--- config.mk ---
export PLATFORM = sky130hd
export DESIGN_NAME = css_framer
export DESIGN_NICKNAME = d
export VERILOG_FILES = /design/src/hw/css_pkg.sv /design/src/hw/css_fifo.sv /design/src/hw/css_framer.sv
export SDC_FILE = /design/constraint.sdc
export NUM_CORES = 2
export LEC_CHECK = 0
export ABC_AREA = 1
export BUFFER_PORTS_ARGS = -buffer_cell sky130_fd_sc_hd__buf_2
export CORE_UTILIZATION = 52
export DETAILED_ROUTE_END_ITERATION = 16
export PLACE_DENSITY = 0.69
export SYNTH_ARGS = -nofsm -noshare
export SYNTH_HDL_FRONTEND = slang
export SYNTH_HIERARCHICAL = 1
export SYNTH_SLANG_ARGS = --single-unit
--- constraint.sdc ---
create_clock -name clock -period 9.3 [get_ports clock]
set_input_delay 2.325 -clock clock [delete_from_list [all_inputs] [get_ports clock]]
set_output_delay 2.325 -clock clock [all_outputs]
set_load 0.02 [all_outputs]
--- src/hw/css_pkg.sv ---
// Shared types and constants for the completion stream output stage.
// Assumes a single user clock; every consumer imports css_pkg::*.
package css_pkg;

    // ------------------------------------------------------------
    // Bus geometry
    // ------------------------------------------------------------
    localparam int MAX_DATA_W     = 256;          // Widest data bus
    localparam int MAX_BYTES      = 32;           // Byte lanes on widest bus
    localparam int MAX_DWORDS     = 8;            // Dword lanes on widest bus
    localparam int DEF_DATA_W     = 256;          // Default configured width
    localparam int FIFO_DEPTH     = 8;            // Beats buffered ahead of output
    localparam int STRADDLE_LANE  = 16;           // Byte lane of a straddled start
    localparam int DESC_BYTES     = 12;           // Completion descriptor length

    // ------------------------------------------------------------
    // Sideband field positions
    // ------------------------------------------------------------
    localparam int SB_BYTE_EN_LO  = 0;            // Byte enables 31:0
    localparam int SB_SOF0        = 32;           // First start flag
    localparam int SB_SOF1        = 33;           // Second start flag
    localparam int SB_EOF0_LO     = 34;           // First end field 37:34
    localparam int SB_EOF1_LO     = 38;           // Second end field 41:38
    localparam int SB_DISCONT     = 42;           // Discontinue flag
    localparam int SB_PARITY_LO   = 43;           // Byte parity 74:43
    localparam int SB_W           = 75;           // Sideband width

    // ------------------------------------------------------------
    // Keep values
    // ------------------------------------------------------------
    localparam logic [7:0] KEEP_ALL  = 8'hFF;     // Keep in straddle mode
    localparam logic [7:0] KEEP_NONE = 8'h00;     // Keep loaded by reset

    // Beat handed in by the completion engine
    typedef struct packed {
        logic [MAX_DATA_W-1:0] data;              // Raw beat data
        logic [7:0]            keep;              // Dword keep
        logic                  last;              // End of packet (no straddle)
        logic                  sof0;              // First TLP starts (straddle)
        logic                  sof1;              // Second TLP starts (straddle)
        logic [3:0]            eof0;              // First TLP end + offset
        logic [3:0]            eof1;              // Second TLP end + offset
        logic                  pay0_en;           // First payload run present
        logic [4:0]            pay0_lo;           // First payload first byte
        logic [4:0]            pay0_hi;           // First payload last byte
        logic                  pay1_en;           // Second payload run present
        logic [4:0]            pay1_lo;           // Second payload first byte
        logic [4:0]            pay1_hi;           // Second payload last byte
    } css_beat_t;

    // Sideband word, most significant field first
    typedef struct packed {
        logic [31:0] parity;                      // Odd parity per byte
        logic        discontinue;                 // Never raised by this stage
        logic [3:0]  eof1;                        // Second end field
        logic [3:0]  eof0;                        // First end field
        logic        sof1;                        // Second start flag
        logic        sof0;                        // First start flag
        logic [31:0] byte_en;                     // Payload byte enables
    } css_sband_t;

    // Output stage framing state
    typedef enum logic {
        ST_START,                                 // No TLP open across beats
        ST_BODY                                   // A TLP continues into next beat
    } css_state_t;

endpackage

--- src/hw/css_fifo.sv ---
// Synchronous FIFO with valid/ready on both sides.
// Assumes one clock and a synchronised active-low reset; DEPTH is a power of two.
`timescale 1ns/1ps
module css_fifo #(
    parameter int W     = 8,                      // Word width
    parameter int DEPTH = 8                       // Number of words
) (
    input  wire logic         clock,              // User clock
    input  wire logic         rst_sync_b,         // Synchronised reset, active low
    input  wire logic         in_valid,           // Write request
    output logic              in_ready,           // Space available, registered
    input  wire logic [W-1:0] in_data,            // Write word
    output logic              out_valid,          // Word available
    input  wire logic         out_ready,          // Reader takes word
    output logic [W-1:0]      out_data            // Head word
);

    localparam int AW = $clog2(DEPTH);

    logic [W-1:0]  mem [DEPTH];
    logic [AW-1:0] wr_ptr;
    logic [AW-1:0] rd_ptr;
    logic [AW:0]   count;
    logic [AW:0]   next_count;
    logic          wr_go;
    logic          rd_go;

    // ------------------------------------------------------------
    // Handshakes and occupancy
    // ------------------------------------------------------------
    assign wr_go      = in_valid && in_ready;
    assign rd_go      = out_valid && out_ready;
    assign out_valid  = (count != '0);
    assign out_data   = mem[rd_ptr];
    assign next_count = count + (AW+1)'(wr_go) - (AW+1)'(rd_go);

    // Count and a registered ready, so the source never sees a combinational path
    always_ff @(posedge clock or negedge rst_sync_b) begin
        if (!rst_sync_b) begin
            count    <= '0;
            in_ready <= 1'b1;
        end else begin
            count    <= next_count;
            in_ready <= (next_count != (AW+1)'(DEPTH));
        end
    end

    // Pointers wrap naturally at a power-of-two depth
    always_ff @(posedge clock or negedge rst_sync_b) begin
        if (!rst_sync_b) begin
            wr_ptr <= '0;
            rd_ptr <= '0;
        end else begin
            if (wr_go) wr_ptr <= wr_ptr + 1'b1;
            if (rd_go) rd_ptr <= rd_ptr + 1'b1;
        end
    end

    // Storage needs no reset; nothing reads an empty slot
    always_ff @(posedge clock) begin
        if (wr_go) mem[wr_ptr] <= in_data;
    end

endmodule // css_fifo

--- src/hw/css_framer.sv ---
// Completion stream output stage: buffers beats, frames them and drives the
// user-facing valid/ready stream with its sideband word.
// Assumes the completion engine shares the clock and fills pay*/eof* fields.
//
// Behaviour
// (RL1) A beat moves only when valid and ready are both high.
// (RL2) While valid waits on ready, data, sideband and valid hold steady.
// (RL3) User logic raises ready to accept and may drop it to pace.
// (RL4) Byte enable bit i set exactly when byte i is payload.
// (RL5) No byte enable on descriptor bytes.
// (RL6) Payload byte enables of one TLP form one contiguous run.
// (RL7) Byte enables above the configured width stay zero.
// (RL8) Zero-length read completions still carry a byte enable.
// (RL9) Without straddle, first start flag marks each packet's first beat.
// (RL10) Without straddle, one start per beat, second start flag zero.
// (RL11) Without straddle, user logic may ignore the first start flag.
// (RL12) Straddle at 256 bits may carry two TLPs, not stream-framed.
// (RL13) Straddled first start is lane 0, or lane 16 if prior continues.
// (RL14) Second start at lane 16 only when first TLP ended this beat.
// (RL15) Valid rises whenever buffered data waits and holds through stalls.
// (RL16) User logic reads sideband only while valid is high.
// (RL17) First end field bit 0 marks a first TLP ending, straddle only.
// (RL18) Width and straddle are build-time parameters, never changed live.
`timescale 1ns/1ps
module css_framer
    import css_pkg::*;
#(
    parameter int DATA_W   = css_pkg::DEF_DATA_W, // 64, 128 or 256
    parameter bit STRADDLE = 1'b0,                // Straddle option
    parameter int DEPTH    = css_pkg::FIFO_DEPTH  // Buffer depth in beats
) (
    input  wire logic                          clock,               // User clock
    input  wire logic                          rst_b,               // Async reset, active low
    input  wire logic                          in_valid,            // Engine offers a beat
    output logic                               in_ready,            // Buffer can take a beat
    input  wire css_pkg::css_beat_t            in_beat,             // Beat from the engine
    input  wire logic                          cpl_out_ready,       // User accepts beat
    output logic                               cpl_out_valid,       // Beat on the bus
    output logic [css_pkg::MAX_DATA_W-1:0]     cpl_out_payload_bus, // Data bus
    output logic [7:0]                         cpl_out_keep,        // Dword keep
    output logic                               cpl_out_last,        // End of packet
    output css_pkg::css_sband_t                cpl_out_sideband     // Sideband word
);
    import css_pkg::*;

    // Straddle exists only on the widest bus; both are fixed at build time [RL18]
    localparam bit STRAD_ON = STRADDLE && (DATA_W == MAX_DATA_W);   // [RL12]
    localparam int BYTES    = DATA_W / 8;
    localparam int DWORDS   = DATA_W / 32;

    // ------------------------------------------------------------
    // Reset release
    // ------------------------------------------------------------
    logic [1:0] rst_pipe;
    logic       rst_sync_b;

    // Assert at once, release after two edges so all flops leave reset together
    always_ff @(posedge clock or negedge rst_b) begin
        if (!rst_b) rst_pipe <= 2'b00;
        else        rst_pipe <= {rst_pipe[0], 1'b1};
    end
    assign rst_sync_b = rst_pipe[1];

    // ------------------------------------------------------------
    // Beat buffer
    // ------------------------------------------------------------
    css_beat_t head;
    logic      head_valid;
    logic      head_ready;
    logic      load;

    css_fifo #(
        .W     ($bits(css_beat_t)),
        .DEPTH (DEPTH)
    ) u_fifo (
        .clock      (clock),
        .rst_sync_b (rst_sync_b),
        .in_valid   (in_valid),
        .in_ready   (in_ready),
        .in_data    (in_beat),
        .out_valid  (head_valid),
        .out_ready  (head_ready),
        .out_data   (head)
    );

    // Output register refills only when empty or being emptied [RL1] [RL2]
    assign head_ready = !cpl_out_valid || cpl_out_ready;
    assign load       = head_valid && head_ready;

    // ------------------------------------------------------------
    // Framing state
    // ------------------------------------------------------------
    css_state_t state;
    css_state_t next_state;
    logic       open_now;
    logic       sof0_eff;
    logic       sof1_eff;
    logic [5:0] desc0_lo;

    assign open_now = (state == ST_BODY);

    // First start flag follows packet position without straddle [RL9]
    assign sof0_eff = STRAD_ON ? head.sof0 : !open_now;                    // [RL9]
    // Second start only straddled, and only after the first TLP ended [RL10] [RL14]
    assign sof1_eff = STRAD_ON && head.sof1 && head.eof0[0];              // [RL10] [RL14]
    // A straddled first start sits at lane 16 while the prior TLP continues
    assign desc0_lo = (STRAD_ON && open_now) ? 6'(STRADDLE_LANE) : 6'h00; // [RL13]

    // Track whether a TLP remains open after the loaded beat
    always_comb begin
        next_state = state;
        if (!STRAD_ON) begin
            next_state = head.last ? ST_START : ST_BODY;
        end else if (sof1_eff) begin
            next_state = head.eof1[0] ? ST_START : ST_BODY;
        end else if (open_now) begin
            if (head.eof0[0]) begin
                next_state = (head.sof0 && !head.eof1[0]) ? ST_BODY : ST_START;
            end
        end else if (head.sof0) begin
            next_state = head.eof0[0] ? ST_START : ST_BODY;
        end
    end

    // State moves with beats entering the output register
    always_ff @(posedge clock or negedge rst_sync_b) begin
        if (!rst_sync_b) begin
            state <= ST_START;
        end else if (load) begin
            case (state)
                ST_START: state <= next_state;
                ST_BODY:  state <= next_state;
                default:  state <= ST_START;
            endcase
        end
    end

    // ------------------------------------------------------------
    // Per-byte enables, data and parity
    // ------------------------------------------------------------
    logic [MAX_BYTES-1:0]  be_next;
    logic [MAX_BYTES-1:0]  par_next;
    logic [MAX_DATA_W-1:0] data_next;

    for (genvar i = 0; i < MAX_BYTES; i++) begin : g_byte
        logic run0;
        logic run1;
        logic desc;
        // Payload runs come as first/last byte pairs, so each is contiguous [RL6]
        assign run0 = head.pay0_en && (5'(i) >= head.pay0_lo) && (5'(i) <= head.pay0_hi);
        assign run1 = STRAD_ON && head.pay1_en
                      && (5'(i) >= head.pay1_lo) && (5'(i) <= head.pay1_hi);
        // Descriptor bytes of any TLP starting here are never enabled [RL5]
        assign desc = (sof0_eff && (6'(i) >= desc0_lo)
                          && (6'(i) < desc0_lo + 6'(DESC_BYTES)))
                      || (sof1_eff && (i >= STRADDLE_LANE)
                          && (i < STRADDLE_LANE + DESC_BYTES));
        // Lanes beyond the configured width stay zero [RL4] [RL7]
        if (i < BYTES) begin : g_live
            assign be_next[i]          = (run0 || run1) && !desc;          // [RL4] [RL8]
            assign data_next[8*i +: 8] = head.data[8*i +: 8];
            assign par_next[i]         = ~^head.data[8*i +: 8];
        end else begin : g_dead
            assign be_next[i]          = 1'b0;                             // [RL7]
            assign data_next[8*i +: 8] = 8'h00;
            assign par_next[i]         = 1'b0;
        end
    end

    // ------------------------------------------------------------
    // Sideband and keep assembly
    // ------------------------------------------------------------
    css_sband_t sb_next;
    logic [7:0] keep_next;

    always_comb begin
        sb_next             = '0;
        sb_next.byte_en     = be_next;                                     // [RL4]
        sb_next.sof0        = sof0_eff;
        sb_next.sof1        = sof1_eff;                                    // [RL10]
        // End fields are reserved zeros unless straddling [RL17]
        sb_next.eof0        = STRAD_ON ? head.eof0 : 4'h0;                 // [RL17]
        sb_next.eof1        = sof1_eff ? head.eof1 : 4'h0;
        sb_next.discontinue = 1'b0;
        sb_next.parity      = par_next;
    end

    // Straddled beats are not stream packets, so keep is all ones [RL12]
    always_comb begin
        keep_next = KEEP_NONE;
        for (int d = 0; d < DWORDS; d++) keep_next[d] = head.keep[d];
        if (STRAD_ON) keep_next = KEEP_ALL;
    end

    // ------------------------------------------------------------
    // Output register
    // ------------------------------------------------------------
    // Valid rises as soon as a beat waits and falls only after a handshake [RL15]
    always_ff @(posedge clock or negedge rst_sync_b) begin
        if (!rst_sync_b) begin
            cpl_out_valid <= 1'b0;
        end else if (load) begin
            cpl_out_valid <= 1'b1;                                         // [RL15]
        end else if (cpl_out_ready) begin
            cpl_out_valid <= 1'b0;                                         // [RL1]
        end
    end

    // Payload and sideband change only on load, so a stall holds them [RL2]
    always_ff @(posedge clock or negedge rst_sync_b) begin
        if (!rst_sync_b) begin
            cpl_out_payload_bus <= '0;
            cpl_out_keep        <= KEEP_NONE;
            cpl_out_last        <= 1'b0;
            cpl_out_sideband    <= '0;
        end else if (load) begin                                           // [RL2]
            cpl_out_payload_bus <= data_next;
            cpl_out_keep        <= keep_next;
            cpl_out_last        <= STRAD_ON ? 1'b0 : head.last;
            cpl_out_sideband    <= sb_next;
        end
    end

    logic [MAX_BYTES:0] be_low;
    logic [MAX_BYTES:0] be_sum;
    assign be_low = {1'b0, cpl_out_sideband.byte_en}
                    & (~{1'b0, cpl_out_sideband.byte_en} + 33'h000000001);
    assign be_sum = {1'b0, cpl_out_sideband.byte_en} + be_low;
endmodule // css_framer

After elaboration in Yosys (flattened, before gate mapping)

Memories as Yosys holds them, arrays and structs flattened.
Cells that the tools add are included.

Register bits after elaboration: 345
Output and inout port bits: 342
Memories kept: 1
RAM bits: 2,376
Input bits: 301

Memory list:

| name       | words | bits a word | read ports | clocked after Yosys merged registers in | write ports | line           | RTL |
|---|---|---|---|---|---|---|---|
| u_fifo.mem | 8     | 297         | 1          | 0                                       | 1           | css_fifo.sv:20 | `logic [W-1:0] mem [DEPTH];` |

Eq/ne operators: 1
Multiplexer cells: 5
Reductions and logical operators: 115
Add/sub/neg operators: 4
$lt $le $gt $ge: 64

Operators by type and width:

| kind                                                                                | count |
|---|---|
| 8-bit XNOR reduction                                                                | 32 |
| 5-bit greater-or-equal comparator (first input constant)                            | 16 |
| 5-bit <= comparator (first input constant)                                          | 16 |
| 1-bit logical AND                                                                   | 78 |
| 4-bit by 5-bit greater-or-equal comparator with 1-bit output (first input constant) | 8 |
| 4-bit by 5-bit <= comparator with 1-bit output (first input constant)               | 8 |
| 3-bit by 5-bit greater-or-equal comparator with 1-bit output (first input constant) | 4 |
| 3-bit by 5-bit <= comparator with 1-bit output (first input constant)               | 4 |
| 1-bit by 5-bit greater-or-equal comparator with 1-bit output (first input constant) | 2 |
| 2-bit by 5-bit greater-or-equal comparator with 1-bit output (first input constant) | 2 |
| 1-bit by 5-bit <= comparator with 1-bit output (first input constant)               | 2 |
| 2-bit by 5-bit <= comparator with 1-bit output (first input constant)               | 2 |
| 3-bit by 1-bit adder with 3-bit output (second input constant)                      | 2 |
| 1-bit 2-to-1 mux                                                                    | 5 |
| 4-bit by 1-bit adder with 4-bit output                                              | 1 |
| 4-bit != test (second input constant)                                               | 1 |
| 4-bit nonzero test                                                                  | 1 |
| 4-bit by 1-bit subtractor with 4-bit output                                         | 1 |
| 1-bit zero test                                                                     | 2 |
| 2-bit nonzero test                                                                  | 1 |
| 1-bit logical OR                                                                    | 1 |

Logic depth before layout (Yosys ltp)

Depth in word-level cells: 5
Mapped depth: 18

Cells and area by module

The synthesis kept the hierarchy.

By module, submodules not included:

| module     | area an instance (µm²) | sequential area each (µm²) | cells each | times used |
|---|---|---|---|---|
| css_fifo   | 103,493.0              | 71,624.9                   | 10,335     | 1 |
| css_framer | 18,134.9               | 8,358.0                    | 2,722      | 1 |

Worst setup path after synthesis

OpenSTA, ideal clock, no wires.

Kind: input -> register
Start: input port in_valid
End: memory u_fifo/mem[0][0] in the netlist's numbering (enable)
Slack: -6.695 ns
Cell stages on the path: 3
Required time: 8.339 ns
Arrival time: 15.034 ns
Cells stage by stage: nand2_1 > or2_2 > nor2_1

Cells in the longest elaborated chain, start to end: 3

Ends and longest elaborated chain:

| item                                   | line             | RTL |
|---|---|---|
| start, declared                        | css_framer.sv:34 | `input wire logic in_valid,` |
| 1-bit logical AND                      | css_fifo.sv:31   | `assign wr_go = in_valid && in_ready;` |
| 1-bit 2-to-1 mux                       | css_fifo.sv:61   | `if (wr_go) mem[wr_ptr] <= in_data;` |
| 1-bit 2-to-1 mux (not written as such) | css_fifo.sv:61   |  |
| end, declared                          | css_fifo.sv:20   |  |

No other way between the ends.

==> results.tsv <==
metric	value	unit
postLayoutCoreUtil	58.9	%
drive_above_1_share	8.34	%
p_leak	0.0618	uW
layout.nets	13100	
io_buffers	611	
start_kind	flip-flop	
dieArea	222000	um^2
fmax	0.213	GHz
vias	81200	
setup-tns-final	0	ns
initial_core_util	52.5	%
wire_per_inst	18.1	um
cts-root-buf	clkbuf_16	
cts_inserted_buffers	287	
die_width	471	um
cts.clk_slew.worst_paths	0.06	ns
hold_viol	0	
cts_tree	done	
crit_slowest_cell	buf_4	
hold_class	flip-flop to asynchronous set/reset pin	
reg2reg_to	cpl_out_sideband[55]$_DFFE_PN0P_	
arrival	5.49	ns
clk_latency	0.94	ns
r2r_setup_slack	4.60	ns
critPathMaxStageDelay	0.81	ns
drt-vias-per-instance	5.10	
wl_met3	21300	um
register_area	75000	um^2
drcViolationCount	0	
finalMaxSlewViolations	0	
gp_congestion	0.872	
synth_area	114000	um^2
grt.overflow.total	0	
period_minus_slack	4.70	ns
tightest_slew	1.46	ns
syn_area_per_cell	9.26	um^2
dp_hpwl	160000	um
firstDrtPassIters	6	
crit_chain	buf_12 > buf_4 > buf_4 > nand2_1 > nand3_1 > nand2_1 > nand2_1 > nand2_1 > inv_1 > nand2_1 > nand2_1 > nand2_1 > nand2_1 > nand2_1 > nand3_1 > nand2_1	
endpoint_kind	flip-flop	
path_class	flip-flop to flip-flop	
syn2layout_area_growth	12.1	%
grt_pass1_vias	79300	
maxSlewHeadroom	2.70	%
routed-wl-met2	138000	um
cp_max_fo	203	
worst_clock_skew	0.0896	ns
r2r_start	u_fifo/rd_ptr[0]$_DFFE_PN0P_	
fin_crit_sh	50.6	%
clock_sinks	2553	
core-area	218000	um^2
fp.dieH	471	um
num_rows	171	
top_layer	met5	
cap_violations	0	
drt_wl_total	289000	um
startpoint	u_fifo/rd_ptr[0]$_DFFE_PN0P_	
multi_input_area	27400	um^2
wl_met1	118000	um
ioPinCount	643	
ant_nets	0	
powerDensity	342	nW/um^2
synth_cells	12400	
status	finished, final reports clean	
fillCellCount	17700	
postCtsHoldBufs	0	
setup_viol	0	
rsz0062_at_grt	false	
cts_setup_buffers	0	
drt_iter0_markers	6670	
r2r_cells	16	
antenna_found_initial	101	
cpMostUsedCell	nand2_1	
cts.repair.resized	0	
required	10.08	ns
ys_warn_count	6	
cts-htree-levels	5	
clockBufferDepth	4	
track_usage	25.9	%
grt_max_degree	220	
vdd_drop_max	0.245	mV
grt_pass1_wl	444000	um
worst max-delay path by stage:
stage                                        to  cells past startpoint
2_1_floorplan      u_fifo/mem[4][100]$_DFFE_PP_                      3
3_3_place_gp       u_fifo/mem[3][247]$_DFFE_PP_                      7
6_report       cpl_out_sideband[55]$_DFFE_PN0P_                     16
4_1_cts        cpl_out_sideband[55]$_DFFE_PN0P_                     16
5_1_grt        cpl_out_sideband[55]$_DFFE_PN0P_                     16
3_5_place_dp       u_fifo/mem[3][247]$_DFFE_PP_                      7
cell usage in the layout, fill, tap and decap left out, types with 2 or more instances in the layout:
cell           n
buf_4         38
nand3_1     1148
clkinv_8       3
conb_1        11
nor2_4         8
dfrtp_4        4
bufinv_16     13
nand2_1     5161
clkbuf_8      17
edfxtp_1    2208
nor2_1        88
clkinv_2      36
nand4_1        2
inv_2          2
clkbuf_1      83
o211ai_1       6
nand3b_1       2
xnor2_1        2
a21oi_1        5
ha_1           7
nor3_1         4
or2_2          3
buf_12        34
buf_2        611
xor2_1         2
inv_8          2
o21ai_1      194
clkinv_1      40
clkbuf_16    293
nand2_2        2
dfrtp_1      340
clkinvlp_4     6
o21ai_0       93
diode_2       54
inv_1       2530
inv_6          7
power breakdown:
group          switching [uW]  total, uW  internal [uW]
registers                 837      15300          14500
clock network            4360      10600           6270
logic                   13000      18000           4940
flip-flops by register name (all words and copies together), names as in the netlist:
name                 count
u_fifo/count             4
cpl_out_keep             8
u_fifo/mem            2208
cpl_out_valid            1
open_now                 1
u_fifo/rd_ptr            3
cpl_out_payload_bus    256
rst_pipe                 2
u_fifo/in_ready          1
cpl_out_last             1
u_fifo/wr_ptr            3
cpl_out_sideband        65
metrics by stage:
stage                     instances  instance area [um^2]  setup slack [ns]  hold WS (ns)  total power (uW)
after floorplan               12400                115000             -1.12         0.331             28400
after global placement        15400                119000              4.00         0.340             32800
after detailed placement      15400                119000              3.98         0.350             33400
after CTS                     15900                128000              4.61         0.365             44100
after global routing          15900                128000              4.30         0.386             46900
final                         15900                128000              4.60         0.349             43900
area by class of cell:
type | count | area share [%]
inverter | 2535 | 7.44
clock buffer | 393 | 6.14
clock inverter | 105 | 0.682
multi-input combinational | 6745 | 21.3
timing repair buffer | 683 | 3.13
antenna | 54 | 0.105
sequential | 2553 | 58.4
tap | 2854 | 2.78
layer usage:
| layer | track usage, % | up-vias |
|---|---|---|
| met4 | 11.6 | 82 |
| met1 | 32.6 | 38700 |
| met3 | 5.07 | 659 |
| met2 | 43.4 | 2721 |
| li1 | - | 39000 |
| met5 | 0 | - |
worst max-delay path: cells and delay by family (launching register included):
family	cells	cell delay (ns)
buffers and inverters	4	2.41
AND/OR/NAND/NOR	12	1.04
flip-flops	1	0.80
Power figures use the tool's default switching activity.
